--- src/pkg/btg_pkg.sv ---
package btg_pkg;

  // ----------------------------------------------------------------
  // Clock
  // ----------------------------------------------------------------
  localparam int CLK_PERIOD_NS = 50;

  // ----------------------------------------------------------------
  // Register offsets (byte addresses)
  // ----------------------------------------------------------------
  localparam logic [7:0] OFS_CTRL = 8'h00;
  localparam logic [7:0] OFS_TONE = 8'h04;
  localparam logic [7:0] OFS_TIME = 8'h08;
  localparam logic [7:0] OFS_STAT = 8'h0c;

  // ----------------------------------------------------------------
  // Control register fields
  // ----------------------------------------------------------------
  localparam int CTRL_START = 0;
  localparam int CTRL_CONT = 1;
  localparam int CTRL_SPK_PWR = 2;
  localparam int CTRL_SPK_OE = 3;
  localparam int CTRL_SPK_GAIN = 4;
  localparam int CTRL_DAC_PWR = 5;

  // ----------------------------------------------------------------
  // Tone register fields
  // ----------------------------------------------------------------
  localparam int TONE_FREQ_LSB = 0;
  localparam int TONE_RLO_LSB = 2;
  localparam int TONE_RHI_LSB = 4;
  localparam int TONE_MODE_LSB = 6;
  localparam int TONE_FAM44 = 8;

  // ----------------------------------------------------------------
  // Time register fields
  // ----------------------------------------------------------------
  localparam int TIME_ON_LSB = 0;
  localparam int TIME_OFF_LSB = 8;
  localparam int TIME_REP_LSB = 16;
  localparam int TIME_LVL_LSB = 24;

  // ----------------------------------------------------------------
  // Reset values
  // ----------------------------------------------------------------
  localparam logic [5:0] CTRL_RESET = 6'h00;
  localparam logic [8:0] TONE_RESET = 9'h000;
  localparam logic [27:0] TIME_RESET = 28'h0000000;

  // ----------------------------------------------------------------
  // Timing reference modes
  // ----------------------------------------------------------------
  typedef enum logic [1:0] {
    BTG_REF_MASTER = 2'b00,
    BTG_REF_SLAVE = 2'b01,
    BTG_REF_EXT = 2'b10
  } btg_ref_t;

  // ----------------------------------------------------------------
  // Timing
  // ----------------------------------------------------------------
  localparam real STEP_48_MS = 8.0;
  localparam real STEP_44_MS = 7.98;
  localparam int STEP_48_CYC = int'($floor(STEP_48_MS * 1.0e6 / CLK_PERIOD_NS));
  localparam int STEP_44_CYC = int'($floor(STEP_44_MS * 1.0e6 / CLK_PERIOD_NS));
  localparam int TONE_48_HZ = 4000;
  localparam int TONE_44_HZ = 4009;
  localparam int TONE_48_HALF_CYC = 1000000000 / (2 * TONE_48_HZ * CLK_PERIOD_NS);
  localparam int TONE_44_HALF_CYC = 1000000000 / (2 * TONE_44_HZ * CLK_PERIOD_NS);

  // Half tone periods in eighths of a sample period
  localparam logic [8:0] EIGHTHS_PER_FS = 9'h008;
  localparam logic [8:0] HALF_2P75 = 9'h00b;
  localparam logic [8:0] HALF_5P5 = 9'h016;
  localparam logic [8:0] HALF_11 = 9'h02c;
  localparam logic [8:0] HALF_22 = 9'h058;
  localparam logic [8:0] HALF_44 = 9'h0b0;
  localparam logic [8:0] HALF_55 = 9'h0dc;

  localparam logic [1:0] FREQ_NA = 2'b11;

endpackage : btg_pkg

--- src/logic/btg_div.sv ---
`timescale 1ns/100ps
module btg_div #(
  parameter int W = 18
) (
  input wire logic clk_i,
  input wire logic rstn_i,
  input wire logic clear_i,
  input wire logic [W-1:0] period_i,
  output logic tick_o
);

  logic [W-1:0] cnt_reg;

  // ----------------------------------------------------------------
  // Free-running divider, one tick each period_i cycles
  // ----------------------------------------------------------------
  always_ff @(posedge clk_i) begin
    if (!rstn_i) begin
      cnt_reg <= '0;
      tick_o <= 1'b0;
    end else if (clear_i) begin
      // Restart at one: the tick is seen a cycle late, so the first period stays full
      cnt_reg <= W'(1);
      tick_o <= 1'b0;
    end else if (cnt_reg >= period_i - W'(1)) begin
      cnt_reg <= '0;
      tick_o <= 1'b1;
    end else begin
      cnt_reg <= cnt_reg + W'(1);
      tick_o <= 1'b0;
    end
  end

endmodule : btg_div

--- src/logic/btg_top.sv ---
// Implementation choices: register access over APB and the address map.
`timescale 1ns/100ps
module btg_top #(
  parameter int STEP_48_CYC = btg_pkg::STEP_48_CYC,
  parameter int STEP_44_CYC = btg_pkg::STEP_44_CYC,
  parameter int TONE_48_HALF_CYC = btg_pkg::TONE_48_HALF_CYC,
  parameter int TONE_44_HALF_CYC = btg_pkg::TONE_44_HALF_CYC
) (
  input wire logic clk_i,
  input wire logic rstn_i,
  input wire logic psel_i,
  input wire logic penable_i,
  input wire logic pwrite_i,
  input wire logic [7:0] paddr_i,
  input wire logic [31:0] pwdata_i,
  output logic [31:0] prdata_o,
  output logic pready_o,
  output logic pslverr_o,
  input wire logic frame_clk_i,
  output logic spk_out_pos_o,
  output logic spk_out_neg_o,
  output logic [4:0] spk_atten_db_o,
  output logic spk_gain_o,
  output logic spk_amp_on_o,
  output logic dac_power_o
);

  typedef enum logic [1:0] {
    BTG_IDLE = 2'b00,
    BTG_ON = 2'b01,
    BTG_OFF = 2'b10,
    BTG_CONT = 2'b11
  } btg_state_t;

  logic [5:0] ctrl_reg;
  logic [8:0] tone_reg;
  logic [27:0] time_reg;
  btg_state_t state_reg;
  logic [7:0] step_cnt_reg;
  logic [6:0] rep_cnt_reg;
  logic done_reg;
  logic [2:0] fs_sync_reg;
  logic fs_level_reg;
  logic fs_tick_reg;
  logic [8:0] acc_reg;
  logic sq_reg;
  logic seq_clear;

  logic wr_en;
  logic acc_en;
  logic step_tick;
  logic mtone_tick;
  logic [17:0] step_period;
  logic [13:0] mtone_half;
  logic [8:0] fs_half;
  logic [9:0] acc_sum;
  logic [7:0] cur_limit;
  logic [1:0] freq_sel;
  logic [1:0] rate_lo;
  logic [1:0] rate_hi;
  logic [1:0] ref_mode;
  logic tone_on;
  logic spk_live;

  assign freq_sel = tone_reg[btg_pkg::TONE_FREQ_LSB +: 2];
  assign rate_lo = tone_reg[btg_pkg::TONE_RLO_LSB +: 2];
  assign rate_hi = tone_reg[btg_pkg::TONE_RHI_LSB +: 2];
  assign ref_mode = tone_reg[btg_pkg::TONE_MODE_LSB +: 2];
  assign wr_en = psel_i && penable_i && pready_o && pwrite_i;

  // ----------------------------------------------------------------
  // APB slave, one wait state
  // ----------------------------------------------------------------
  always_ff @(posedge clk_i) begin
    if (!rstn_i) begin
      pready_o <= 1'b0;
      pslverr_o <= 1'b0;
      prdata_o <= 32'h00000000;
    end else if (psel_i && penable_i && !pready_o) begin
      pready_o <= 1'b1;
      pslverr_o <= (paddr_i > btg_pkg::OFS_STAT) || (paddr_i[1:0] != 2'b00);
      prdata_o <= 32'h00000000;
      if (!pwrite_i) begin
        case (paddr_i)
          btg_pkg::OFS_CTRL: prdata_o <= {26'h0000000, ctrl_reg};
          btg_pkg::OFS_TONE: prdata_o <= {23'h000000, tone_reg};
          btg_pkg::OFS_TIME: prdata_o <= {4'h0, time_reg};
          btg_pkg::OFS_STAT: prdata_o <= {14'h0000, rep_cnt_reg, step_cnt_reg, 1'b0, state_reg};
          default: prdata_o <= 32'h00000000;
        endcase
      end
    end else begin
      pready_o <= 1'b0;
      pslverr_o <= 1'b0;
    end
  end

  // ----------------------------------------------------------------
  // Control register
  // ----------------------------------------------------------------
  always_ff @(posedge clk_i) begin
    if (!rstn_i) begin
      ctrl_reg <= btg_pkg::CTRL_RESET;
    end else if (wr_en && paddr_i == btg_pkg::OFS_CTRL) begin
      ctrl_reg <= pwdata_i[5:0];
      if (!pwdata_i[btg_pkg::CTRL_CONT] && ctrl_reg[btg_pkg::CTRL_START]) begin
        ctrl_reg[btg_pkg::CTRL_START] <= 1'b0;
      end
    end else if (done_reg) begin
      ctrl_reg[btg_pkg::CTRL_START] <= 1'b0;
    end
  end

  // Fields are taken as written; software keeps them still while busy
  always_ff @(posedge clk_i) begin
    if (!rstn_i) begin
      tone_reg <= btg_pkg::TONE_RESET;
      time_reg <= btg_pkg::TIME_RESET;
    end else if (wr_en && paddr_i == btg_pkg::OFS_TONE) begin
      tone_reg <= pwdata_i[8:0];
    end else if (wr_en && paddr_i == btg_pkg::OFS_TIME) begin
      time_reg <= {pwdata_i[27:24], 1'b0, pwdata_i[22:0]};
    end
  end

  // ----------------------------------------------------------------
  // Sample-rate clock synchroniser and edge filter
  // ----------------------------------------------------------------
  always_ff @(posedge clk_i) begin
    if (!rstn_i) begin
      fs_sync_reg <= 3'b000;
      fs_level_reg <= 1'b0;
      fs_tick_reg <= 1'b0;
    end else begin
      fs_sync_reg <= {fs_sync_reg[1:0], frame_clk_i};
      fs_tick_reg <= 1'b0;
      if (fs_sync_reg[1] == fs_sync_reg[2] && fs_sync_reg[2] != fs_level_reg) begin
        fs_level_reg <= fs_sync_reg[2];
        fs_tick_reg <= fs_sync_reg[2];
      end
    end
  end

  // ----------------------------------------------------------------
  // Tone half period selection
  // ----------------------------------------------------------------
  always_comb begin
    fs_half = btg_pkg::HALF_2P75;
    if (ref_mode == btg_pkg::BTG_REF_EXT) begin
      case (rate_lo)
        2'b01: fs_half = (freq_sel == 2'b00) ? btg_pkg::HALF_2P75 :
                         (freq_sel == 2'b01) ? btg_pkg::HALF_5P5 : btg_pkg::HALF_11;
        2'b10: fs_half = (freq_sel == 2'b00) ? btg_pkg::HALF_55 :
                         (freq_sel == 2'b01) ? btg_pkg::HALF_11 : btg_pkg::HALF_22;
        default: fs_half = (freq_sel == 2'b00) ? btg_pkg::HALF_11 :
                           (freq_sel == 2'b01) ? btg_pkg::HALF_22 : btg_pkg::HALF_44;
      endcase
    end else begin
      case (freq_sel)
        2'b00: fs_half = btg_pkg::HALF_2P75;
        2'b01: fs_half = btg_pkg::HALF_5P5;
        default: fs_half = btg_pkg::HALF_11;
      endcase
      // Range code 11 is treated as the widest defined range
      fs_half = fs_half << ((rate_hi == 2'b11) ? 2'd2 : rate_hi);
    end
  end

  assign mtone_half = tone_reg[btg_pkg::TONE_FAM44] ?
                      (14'(TONE_44_HALF_CYC) << freq_sel) :
                      (14'(TONE_48_HALF_CYC) << freq_sel);
  assign step_period = tone_reg[btg_pkg::TONE_FAM44] ? 18'(STEP_44_CYC) : 18'(STEP_48_CYC);
  assign acc_sum = {1'b0, acc_reg} + {1'b0, btg_pkg::EIGHTHS_PER_FS};
  assign acc_en = fs_tick_reg && ref_mode != btg_pkg::BTG_REF_MASTER;
  // Timebase held while idle so the first on-time step is full length
  assign seq_clear = state_reg == BTG_IDLE;

  // ----------------------------------------------------------------
  // Timebase dividers
  // ----------------------------------------------------------------
  btg_div #(
    .W(18)
  ) u_step_div (
    .clk_i(clk_i),
    .rstn_i(rstn_i),
    .clear_i(seq_clear),
    .period_i(step_period),
    .tick_o(step_tick)
  );

  btg_div #(
    .W(14)
  ) u_tone_div (
    .clk_i(clk_i),
    .rstn_i(rstn_i),
    .clear_i(seq_clear),
    .period_i(mtone_half),
    .tick_o(mtone_tick)
  );

  // ----------------------------------------------------------------
  // Square wave, equal high and low halves in master mode; sample-clock modes vary half lengths by one tick
  // ----------------------------------------------------------------
  always_ff @(posedge clk_i) begin
    if (!rstn_i || seq_clear) begin
      acc_reg <= 9'h000;
      sq_reg <= 1'b0;
    end else if (ref_mode == btg_pkg::BTG_REF_MASTER) begin
      if (mtone_tick) begin
        sq_reg <= ~sq_reg;
      end
    end else if (acc_en) begin
      if (acc_sum >= {1'b0, fs_half}) begin
        acc_reg <= 9'(acc_sum - {1'b0, fs_half});
        sq_reg <= ~sq_reg;
      end else begin
        acc_reg <= acc_sum[8:0];
      end
    end
  end

  // ----------------------------------------------------------------
  // Beep sequencer
  // ----------------------------------------------------------------
  assign cur_limit = (state_reg == BTG_ON) ? time_reg[btg_pkg::TIME_ON_LSB +: 8] :
                     time_reg[btg_pkg::TIME_OFF_LSB +: 8];

  always_ff @(posedge clk_i) begin
    if (!rstn_i) begin
      state_reg <= BTG_IDLE;
      step_cnt_reg <= 8'h00;
      rep_cnt_reg <= 7'h00;
      done_reg <= 1'b0;
    end else begin
      done_reg <= 1'b0;
      case (state_reg)
        BTG_IDLE: begin
          step_cnt_reg <= 8'h00;
          rep_cnt_reg <= 7'h00;
          if (ctrl_reg[btg_pkg::CTRL_CONT]) begin
            state_reg <= BTG_CONT;
          end else if (ctrl_reg[btg_pkg::CTRL_START] && !done_reg) begin
            state_reg <= BTG_ON;
          end
        end
        BTG_ON, BTG_OFF: begin
          if (ctrl_reg[btg_pkg::CTRL_CONT]) begin
            state_reg <= BTG_CONT;
          end else if (!ctrl_reg[btg_pkg::CTRL_START]) begin
            state_reg <= BTG_IDLE;
          end else if (step_tick) begin
            if (step_cnt_reg != cur_limit) begin
              step_cnt_reg <= step_cnt_reg + 8'h01;
            end else if (state_reg == BTG_ON) begin
              step_cnt_reg <= 8'h00;
              state_reg <= BTG_OFF;
            end else if (rep_cnt_reg == time_reg[btg_pkg::TIME_REP_LSB +: 7]) begin
              state_reg <= BTG_IDLE;
              done_reg <= 1'b1;
            end else begin
              step_cnt_reg <= 8'h00;
              rep_cnt_reg <= rep_cnt_reg + 7'h01;
              state_reg <= BTG_ON;
            end
          end
        end
        BTG_CONT: begin
          if (!ctrl_reg[btg_pkg::CTRL_CONT]) begin
            state_reg <= BTG_IDLE;
          end
        end
        default: state_reg <= BTG_IDLE;
      endcase
    end
  end

  // ----------------------------------------------------------------
  // Speaker path
  // ----------------------------------------------------------------
  assign tone_on = (state_reg == BTG_ON || state_reg == BTG_CONT) && freq_sel != btg_pkg::FREQ_NA;
  assign spk_live = ctrl_reg[btg_pkg::CTRL_SPK_PWR] && ctrl_reg[btg_pkg::CTRL_SPK_OE];

  always_ff @(posedge clk_i) begin
    if (!rstn_i) begin
      spk_out_pos_o <= 1'b0;
      spk_out_neg_o <= 1'b0;
    end else if (spk_live && tone_on) begin
      spk_out_pos_o <= sq_reg;
      spk_out_neg_o <= ~sq_reg;
    end else begin
      spk_out_pos_o <= 1'b0;
      spk_out_neg_o <= 1'b0;
    end
  end

  always_ff @(posedge clk_i) begin
    if (!rstn_i) begin
      spk_atten_db_o <= 5'h00;
      spk_gain_o <= 1'b0;
      spk_amp_on_o <= 1'b0;
      dac_power_o <= 1'b0;
    end else begin
      spk_gain_o <= ctrl_reg[btg_pkg::CTRL_SPK_GAIN];
      spk_amp_on_o <= ctrl_reg[btg_pkg::CTRL_SPK_PWR];
      dac_power_o <= ctrl_reg[btg_pkg::CTRL_DAC_PWR];
      case (time_reg[btg_pkg::TIME_LVL_LSB +: 4])
        4'h0: spk_atten_db_o <= 5'h00;
        4'h1: spk_atten_db_o <= 5'h03;
        4'h2: spk_atten_db_o <= 5'h06;
        4'h3: spk_atten_db_o <= 5'h09;
        4'h4: spk_atten_db_o <= 5'h0c;
        4'h5: spk_atten_db_o <= 5'h12;
        4'h6: spk_atten_db_o <= 5'h18;
        default: spk_atten_db_o <= 5'h1e;
      endcase
    end
  end

endmodule : btg_top

--- config.mk ---
export PLATFORM = sky130hd
export DESIGN_NAME = btg_top
export DESIGN_NICKNAME = d
export VERILOG_FILES = /design/src/pkg/btg_pkg.sv /design/src/logic/btg_div.sv /design/src/logic/btg_top.sv
export SDC_FILE = /design/constraint.sdc
export NUM_CORES = 1
export LEC_CHECK = 0
export BUFFER_PORTS_ARGS = -buffer_cell sky130_fd_sc_hd__clkbuf_2
export CORE_ASPECT_RATIO = 1.4
export CORE_MARGIN = 5
export CORE_UTILIZATION = 40
export CTS_BUF_LIST = sky130_fd_sc_hd__clkbuf_2
export CTS_CLUSTER_SIZE = 40
export DETAILED_ROUTE_END_ITERATION = 8
export SYNTH_ARGS = -nofsm -noshare
export SYNTH_HDL_FRONTEND = slang
export SYNTH_SLANG_ARGS = --single-unit
--- constraint.sdc ---
create_clock -name clk_i -period 3.9 [get_ports clk_i]
set_input_delay 0.585 -clock clk_i [delete_from_list [all_inputs] [get_ports clk_i]]
set_output_delay 0.585 -clock clk_i [all_outputs]
set_load 0.05 [all_outputs]
Word level (Yosys, flattened, before mapping)
Index checks and enable logic that the tools add are counted. W data, S select, Z words.

Input bits: 46. Memories: 0. Bits in latches: 0. Logic and storage cells: 187. ROM bits: 0. Register bits after elaboration: 153. Output and inout port bits: 44. Bits in writable memories: 0.

Muxes and demuxes: 57. Divide/modulo/power cells: 0. $lt $le $gt $ge: 4. Add/sub/neg operators: 8. Shifts and indexed selects: 3. Multiply operators: 0. Bitwise logic cells: 7. Reductions and logical operators: 46. Equality and inequality tests: 34.

Operators with widths (number): $pmux W28 S4 (1); $mux W8 (10); $mux W7 (7); $pmux W5 S7 (1); $pmux W8 S2 (2); $mux W28 (1); $shl A12 B2 Y14 const A (2); $mux W9 (3); $add A18 B1 Y18 const B (1); $ge A18 B18 Y1 (1); $mux W2 (9); $sub A18 B1 Y18 const B (1); $eq A8 B4 Y1 const B (2); $mux W1 (16); $add A14 B1 Y14 const B (1); $ge A14 B14 Y1 (1); $logic_and A1 B1 Y1 (14); $mux W14 (1); $ne A2 B2 Y1 const B (7); $pmux W7 S2 (1); $sub A14 B1 Y14 const B (1); $mux W13 (1); $eq A4 B3 Y1 const B (3); $mux W6 (2); 37 further kinds (70).

Depth between registers and ports, before layout
Depth after elaboration: 9. Gate-level depth with buffers: 18.

Modules after synthesis
A second synthesis with hierarchy kept.

Cell total of the unflattened synthesis: 1061. Area total of the unflattened synthesis: 8823.5 um2.

Modules (own cells, without submodules): btg_top (cells each 742, area each 6082.1 um2, instances 1); btg_div at u_step_div (cells each 180, area each 1579.0 um2, instances 1); btg_div at u_tone_div (cells each 139, area each 1162.4 um2, instances 1).

Least setup slack after synthesis
No wires, ideal clock.

Path type: reg2reg. Start point: reg tone_reg[1]. End point: reg acc_reg[6]. Library setup time: 0.128 ns. Data required time: 3.772 ns. Clock period less this slack: 3.608 ns. Buffers on the path: 3. Cell stages (with the launch flop): 17. Setup slack: 0.292 ns. Arrival time: 3.481 ns. Path through: dfxtp_1 > clkbuf_1 > inv_1 > ha_1 > clkbuf_1 > nor2_1 > mux2_2 > o21ai_0 > o21ai_0 > ha_1 > a21o_1 > a21oi_1 > nand2_1 > a21oi_1 > clkbuf_1 > mux2i_1 > a21oi_1.

Cells in the longest elaborated chain, start to end: 7.

Ends and longest elaborated chain: start, declared (RTL line btg_top.sv:36) `logic [8:0] tone_reg;`; start signal, assigned (RTL line btg_top.sv:117) `tone_reg <= btg_pkg::TONE_RESET;`; start signal, assigned (RTL line btg_top.sv:120) `tone_reg <= pwdata_i[8:0];`; $eq A2 B1 Y1 or $logic_not A2 Y1 (tied branches); $pmux W6 S2, or another cell as far along (RTL line btg_top.sv:159) `case (freq_sel)`; $mux W9, or another cell as far along (RTL line btg_top.sv:149) `if (ref_mode == btg_pkg::BTG_REF_EXT) begin`; $shl A9 B2 Y9 or $pmux W8 S2 (tied branches) (RTL line btg_top.sv:165, btg_top.sv:150); $mux W9 * (RTL line btg_top.sv:149); $sub A9 B9 Y9 or $ge A10 B9 Y1 (tied branches) (RTL line btg_top.sv:214, btg_top.sv:213); $mux W9 * (RTL line btg_top.sv:213) `if (acc_sum >= {1'b0, fs_half}) begin`; end signal, assigned (RTL line btg_top.sv:214) `acc_reg <= 9'(acc_sum - {1'b0, fs_half});`; end signal, assigned (RTL line btg_top.sv:217) `acc_reg <= acc_sum[8:0];`; end, declared (RTL line btg_top.sv:45) `logic [8:0] acc_reg;`.

Mark *: on every way between the ends. The rest lies on a longest branch, timed or not. The select of a mux whose other input is x is not followed. A chain may end at the register's enable or synchronous reset.

Worst setup path in the final report
Start point: reg tone_reg[2]. End point: reg acc_reg[2].

Cells in the longest elaborated chain, start to end: 5.

Ends and longest elaborated chain: $eq A2 B2 Y1 or $eq A2 B1 Y1 (tied branches) (RTL line btg_top.sv:150) `case (rate_lo)`; $pmux W8 S2 * (RTL line btg_top.sv:150); $mux W9 * (RTL line btg_top.sv:149); $sub A9 B9 Y9 or $ge A10 B9 Y1 (tied branches) (RTL line btg_top.sv:214, btg_top.sv:213); $mux W9 * (RTL line btg_top.sv:213).

Mark *: on every way between the ends. The rest lies on a longest branch, timed or not.

==> flow_metrics.py <==
metrics = {
    "run_status": {
        "outcome": "finished, final reports clean",
    },
    "clock_network": {
        "cts_buffers": 17,
        "cts_tree": "done",
        "cts_sinks": 148,
        "root_buffer": "clkbuf_2",
        "cts_setup_buffers": 0,
        "h-tree-depth": 4,
        "clock_path_buffers": 2,
        "cts_resized": 0,
        "clk_latency_ns": 0.78,
        "path_clk_slew_ns": 0.25,
    },
    "power": {
        "totalPowerFinal_w": 0.00266,
        "power_leakage_nw": 3.52,
        "powerDensity_nw_per_um2": 294,
        "peakVddDrop_v": 0.000235,
    },
    "sta": {
        "finalSetupViolCount": 0,
        "timing.final.crit_share_pct": 88.5,
        "max_freq_mhz": 290,
        "slew_viol_final": 0,
        "relSlewSlack_pct": 34.7,
        "final_hold_viol_count": 0,
        "period_needed_ns": 3.45,
        "rsz0062_at_grt": "no",
        "worst_pin_slew_ns": 0.977,
        "layout_setup_ws_ns": 0.449,
        "finClkSkew_ns": 0.0483,
        "tns_ns": 0,
    },
    "synth": {
        "synth_flop_cell": "dfxtp_1",
        "seq_area_frac_synth_pct": 37.4,
        "ys_types": 66,
        "async_flop_share_pct": 0,
        "avgSynthCellArea_sq_um": 8.21,
        "ys_top_cells_by_area": "dfxtp_1 37%, ha_1 8.0%, nand2_1 6.2%",
        "synth_edf_count": 0,
        "syn_area_sq_um": 7930,
        "syn-instance-count": 966,
        "yosysTopAreaCell": "dfxtp_1",
        "synth_top_cell_area_share_pct": 37.4,
        "ys_ff_latch": 148,
        "ys_warn_count": 0,
    },
    "drt": {
        "ant_nets": 0,
        "drc_errors": 0,
        "vias": 6886,
        "drt-pass1-iter-count": 4,
        "viasPerCell": 5.22,
        "avgRoutedWirePerCell_um": 15.5,
        "drt_iter0_drc": 303,
        "wirelength_mm": 20.5,
    },
    "job": {
        "cap_violations": 0,
    },
    "critical_path": {
        "critPathLaunchType": "flip-flop",
        "path_cells": "inv_1 -> ha_1 -> inv_1 -> nand2_1 -> nor2_1 -> a22o_1 -> ha_1 -> inv_1 -> fa_1 -> a21o_1 -> a21oi_1 -> nand2_1 -> a21oi_1 -> buf_4 -> nor2_1 -> a211oi_1",
        "ff2ff_path_depth": 16,
        "cp.required_ns": 4.56,
        "cpMostUsedCell": "inv_1",
        "crit_path_end": "acc_reg[2]$_SDFFE_PP0P_",
        "critPathCaptureType": "flip-flop",
        "critPathLaunch": "tone_reg[2]$_SDFFE_PN0P_",
        "arrival_ns": 4.11,
        "cp_num_buf_inv": 4,
        "r2r-end": "acc_reg[2]$_SDFFE_PP0P_",
        "crit_family": "compound AO/OA/AOI/OAI gates",
        "r2r_setup_slack_ns": 0.45,
        "cp.depth": 16,
        "crit_fanout": 7,
        "crit_type": "flip-flop to flip-flop",
        "r2r-start": "tone_reg[2]$_SDFFE_PN0P_",
        "crit_slowest_cell": "dfxtp_1",
        "cpPeakStageDelay_ns": 0.47,
    },
    "global_route": {
        "grt_max_degree": 82,
        "first_global_vias": 6617,
        "grt_overflow": 0,
        "grt.total_usage_pct": 18.2,
        "grt_pass1_wl_mm": 33.1,
        "grt_antenna_before_repair": 1,
    },
    "die": {
        "fp-row-count": 61,
        "die_y_um": 177,
        "die_w_um": 129,
        "io_pins": 90,
        "dieArea_sq_um": 22800,
        "core-area_sq_um": 19700,
        "start_util_pct": 40.3,
    },
    "layout": {
        "area_delta_synth_final_pct": 13.9,
        "final_cells": 1320,
        "layout-drive-gt1-share_pct": 14.4,
        "seqCellArea_sq_um": 2960,
        "multi_input_area_sq_um": 4600,
        "nFillCells": 1980,
        "nNetsFinal": 1152,
        "finalCoreUtilization_pct": 45.9,
    },
    "placed_design": {
        "dp_slack_ns": 0.425,
        "dp_hpwl_mm": 15.1,
        "dpl.cell_count": 1259,
        "portBuffers": 79,
        "gp_congestion": 0.852,
    },
    "min_path": {
        "min_path_type": "input port to flip-flop",
    },
}
[cells in the mapped netlist (4+ instances only)]
cell / number
xor2_1: 25
a22o_1: 4
o31ai_1: 9
a31oi_1: 6
nand4_1: 15
and2_1: 6
ha_1: 51
mux4_2: 5
a21o_1: 8
o21a_1: 5
clkbuf_1: 43
dfxtp_1: 148
a21oi_1: 92
xnor2_1: 35
mux2_2: 13
or3_1: 5
inv_1: 35
and3_1: 16
mux2i_1: 15
or2_2: 4
nand3_1: 45
a22oi_1: 18
o21ai_0: 33
nand2b_1: 7
nand2_1: 132
nor3_1: 11
nor2b_1: 11
buf_4: 5
a221oi_1: 4
o21ai_1: 13
nor2_1: 96
[report_power, final]
| group | internal (W) | total [W] | switching [W] |
|---|---|---|---|
| sequential | 0.00153 | 0.00153 | 0.00000822 |
| clock | 0.000211 | 0.000889 | 0.000678 |
| combinational | 0.0000864 | 0.000234 | 0.000148 |
[layout by cell type (no fill, tap or decap), types with 5 or more instances in the layout]
cell and instances:
a21o_1 8, a21oi_1 92, a22oi_1 18, a31oi_1 6
and2_1 6, and3_1 16, buf_4 14, clkbuf_2 96
conb_1 6, dfxtp_1 148, dlygate4sd3_1 28, ha_1 51
inv_1 35, inv_6 7, mux2_2 13, mux2i_1 15
mux4_2 5, nand2_1 132, nand2b_1 7, nand3_1 45
nand4_1 15, nor2_1 96, nor2b_1 11, nor3_1 11
o21a_1 5, o21ai_0 33, o21ai_1 13, o31ai_1 9
or3_1 5, xnor2_1 35, xor2_1 25
[metal layers]
layer / GRT usage [%] / part of all wire, % / vias to the layer above
li1: - / - / 3524
met4: 8.06 / 3.4 / 0
met3: 3.96 / 3.8 / 39
met1: 19.9 / 40 / 3187
met5: 0 / 0 / -
met2: 33.0 / 52 / 136
[worst min path at each step]
stage                                   start  depth (start not counted)                   endpoint  slack (ns)
CTS                                  pwrite_i                          4   prdata_o[0]$_SDFFE_PN0P_        0.17
global placement    fs_sync_reg[0]$_SDFF_PN0_                          1  fs_sync_reg[1]$_SDFF_PN0_        0.42
floorplan           fs_sync_reg[0]$_SDFF_PN0_                          1  fs_sync_reg[1]$_SDFF_PN0_        0.41
detailed placement  fs_sync_reg[0]$_SDFF_PN0_                          1  fs_sync_reg[1]$_SDFF_PN0_        0.42
global route                           rstn_i                          3  fs_sync_reg[0]$_SDFF_PN0_        0.22
finish                               pwrite_i                          4   prdata_o[0]$_SDFFE_PN0P_        0.25
[tightest hold or removal path, cell delays in order]
cell	delay, ns
clkbuf_2	0.09
nor2_1	0.14
nand3_1	0.12
a21oi_1	0.06
[timing repair]
item	CTS	global route
endpoints found under the setup margin	0	0
hold buffers	28	0
endpoints found under the hold margin	35	0
[cell type report]
class / count / share of cell area (%)
Multi-Input combinational cell: 730 / 50.9
Sequential cell: 148 / 32.8
Timing Repair Buffer: 121 / 8.64
Tap cell: 252 / 3.49
Clock inverter: 15 / 1.70
Inverter: 36 / 1.50
Clock buffer: 17 / 0.942
Antenna cell: 1 / 0.0277
[cell families after synthesis]
kind of cell / Yosys count / synth area share, %
xor+xnor: 60 / 6.63
mux: 33 / 5.16
flops: 148 / 37.4
buf+inv: 92 / 4.83
compound gates: 214 / 16.4
simple gates: 365 / 21.2
fa+ha+maj: 52 / 8.30
other cells: 2 / 0.0947
[stage by stage]
stage / cell area (sq um) / hold WS (ns)
floorplan: 7940 / 0.412
global placement: 8510 / 0.424
detailed placement: 8510 / 0.419
CTS: 9030 / 0.174
global route: 9030 / 0.215
finish: 9030 / 0.250
(Power assumes the default switching activity.)
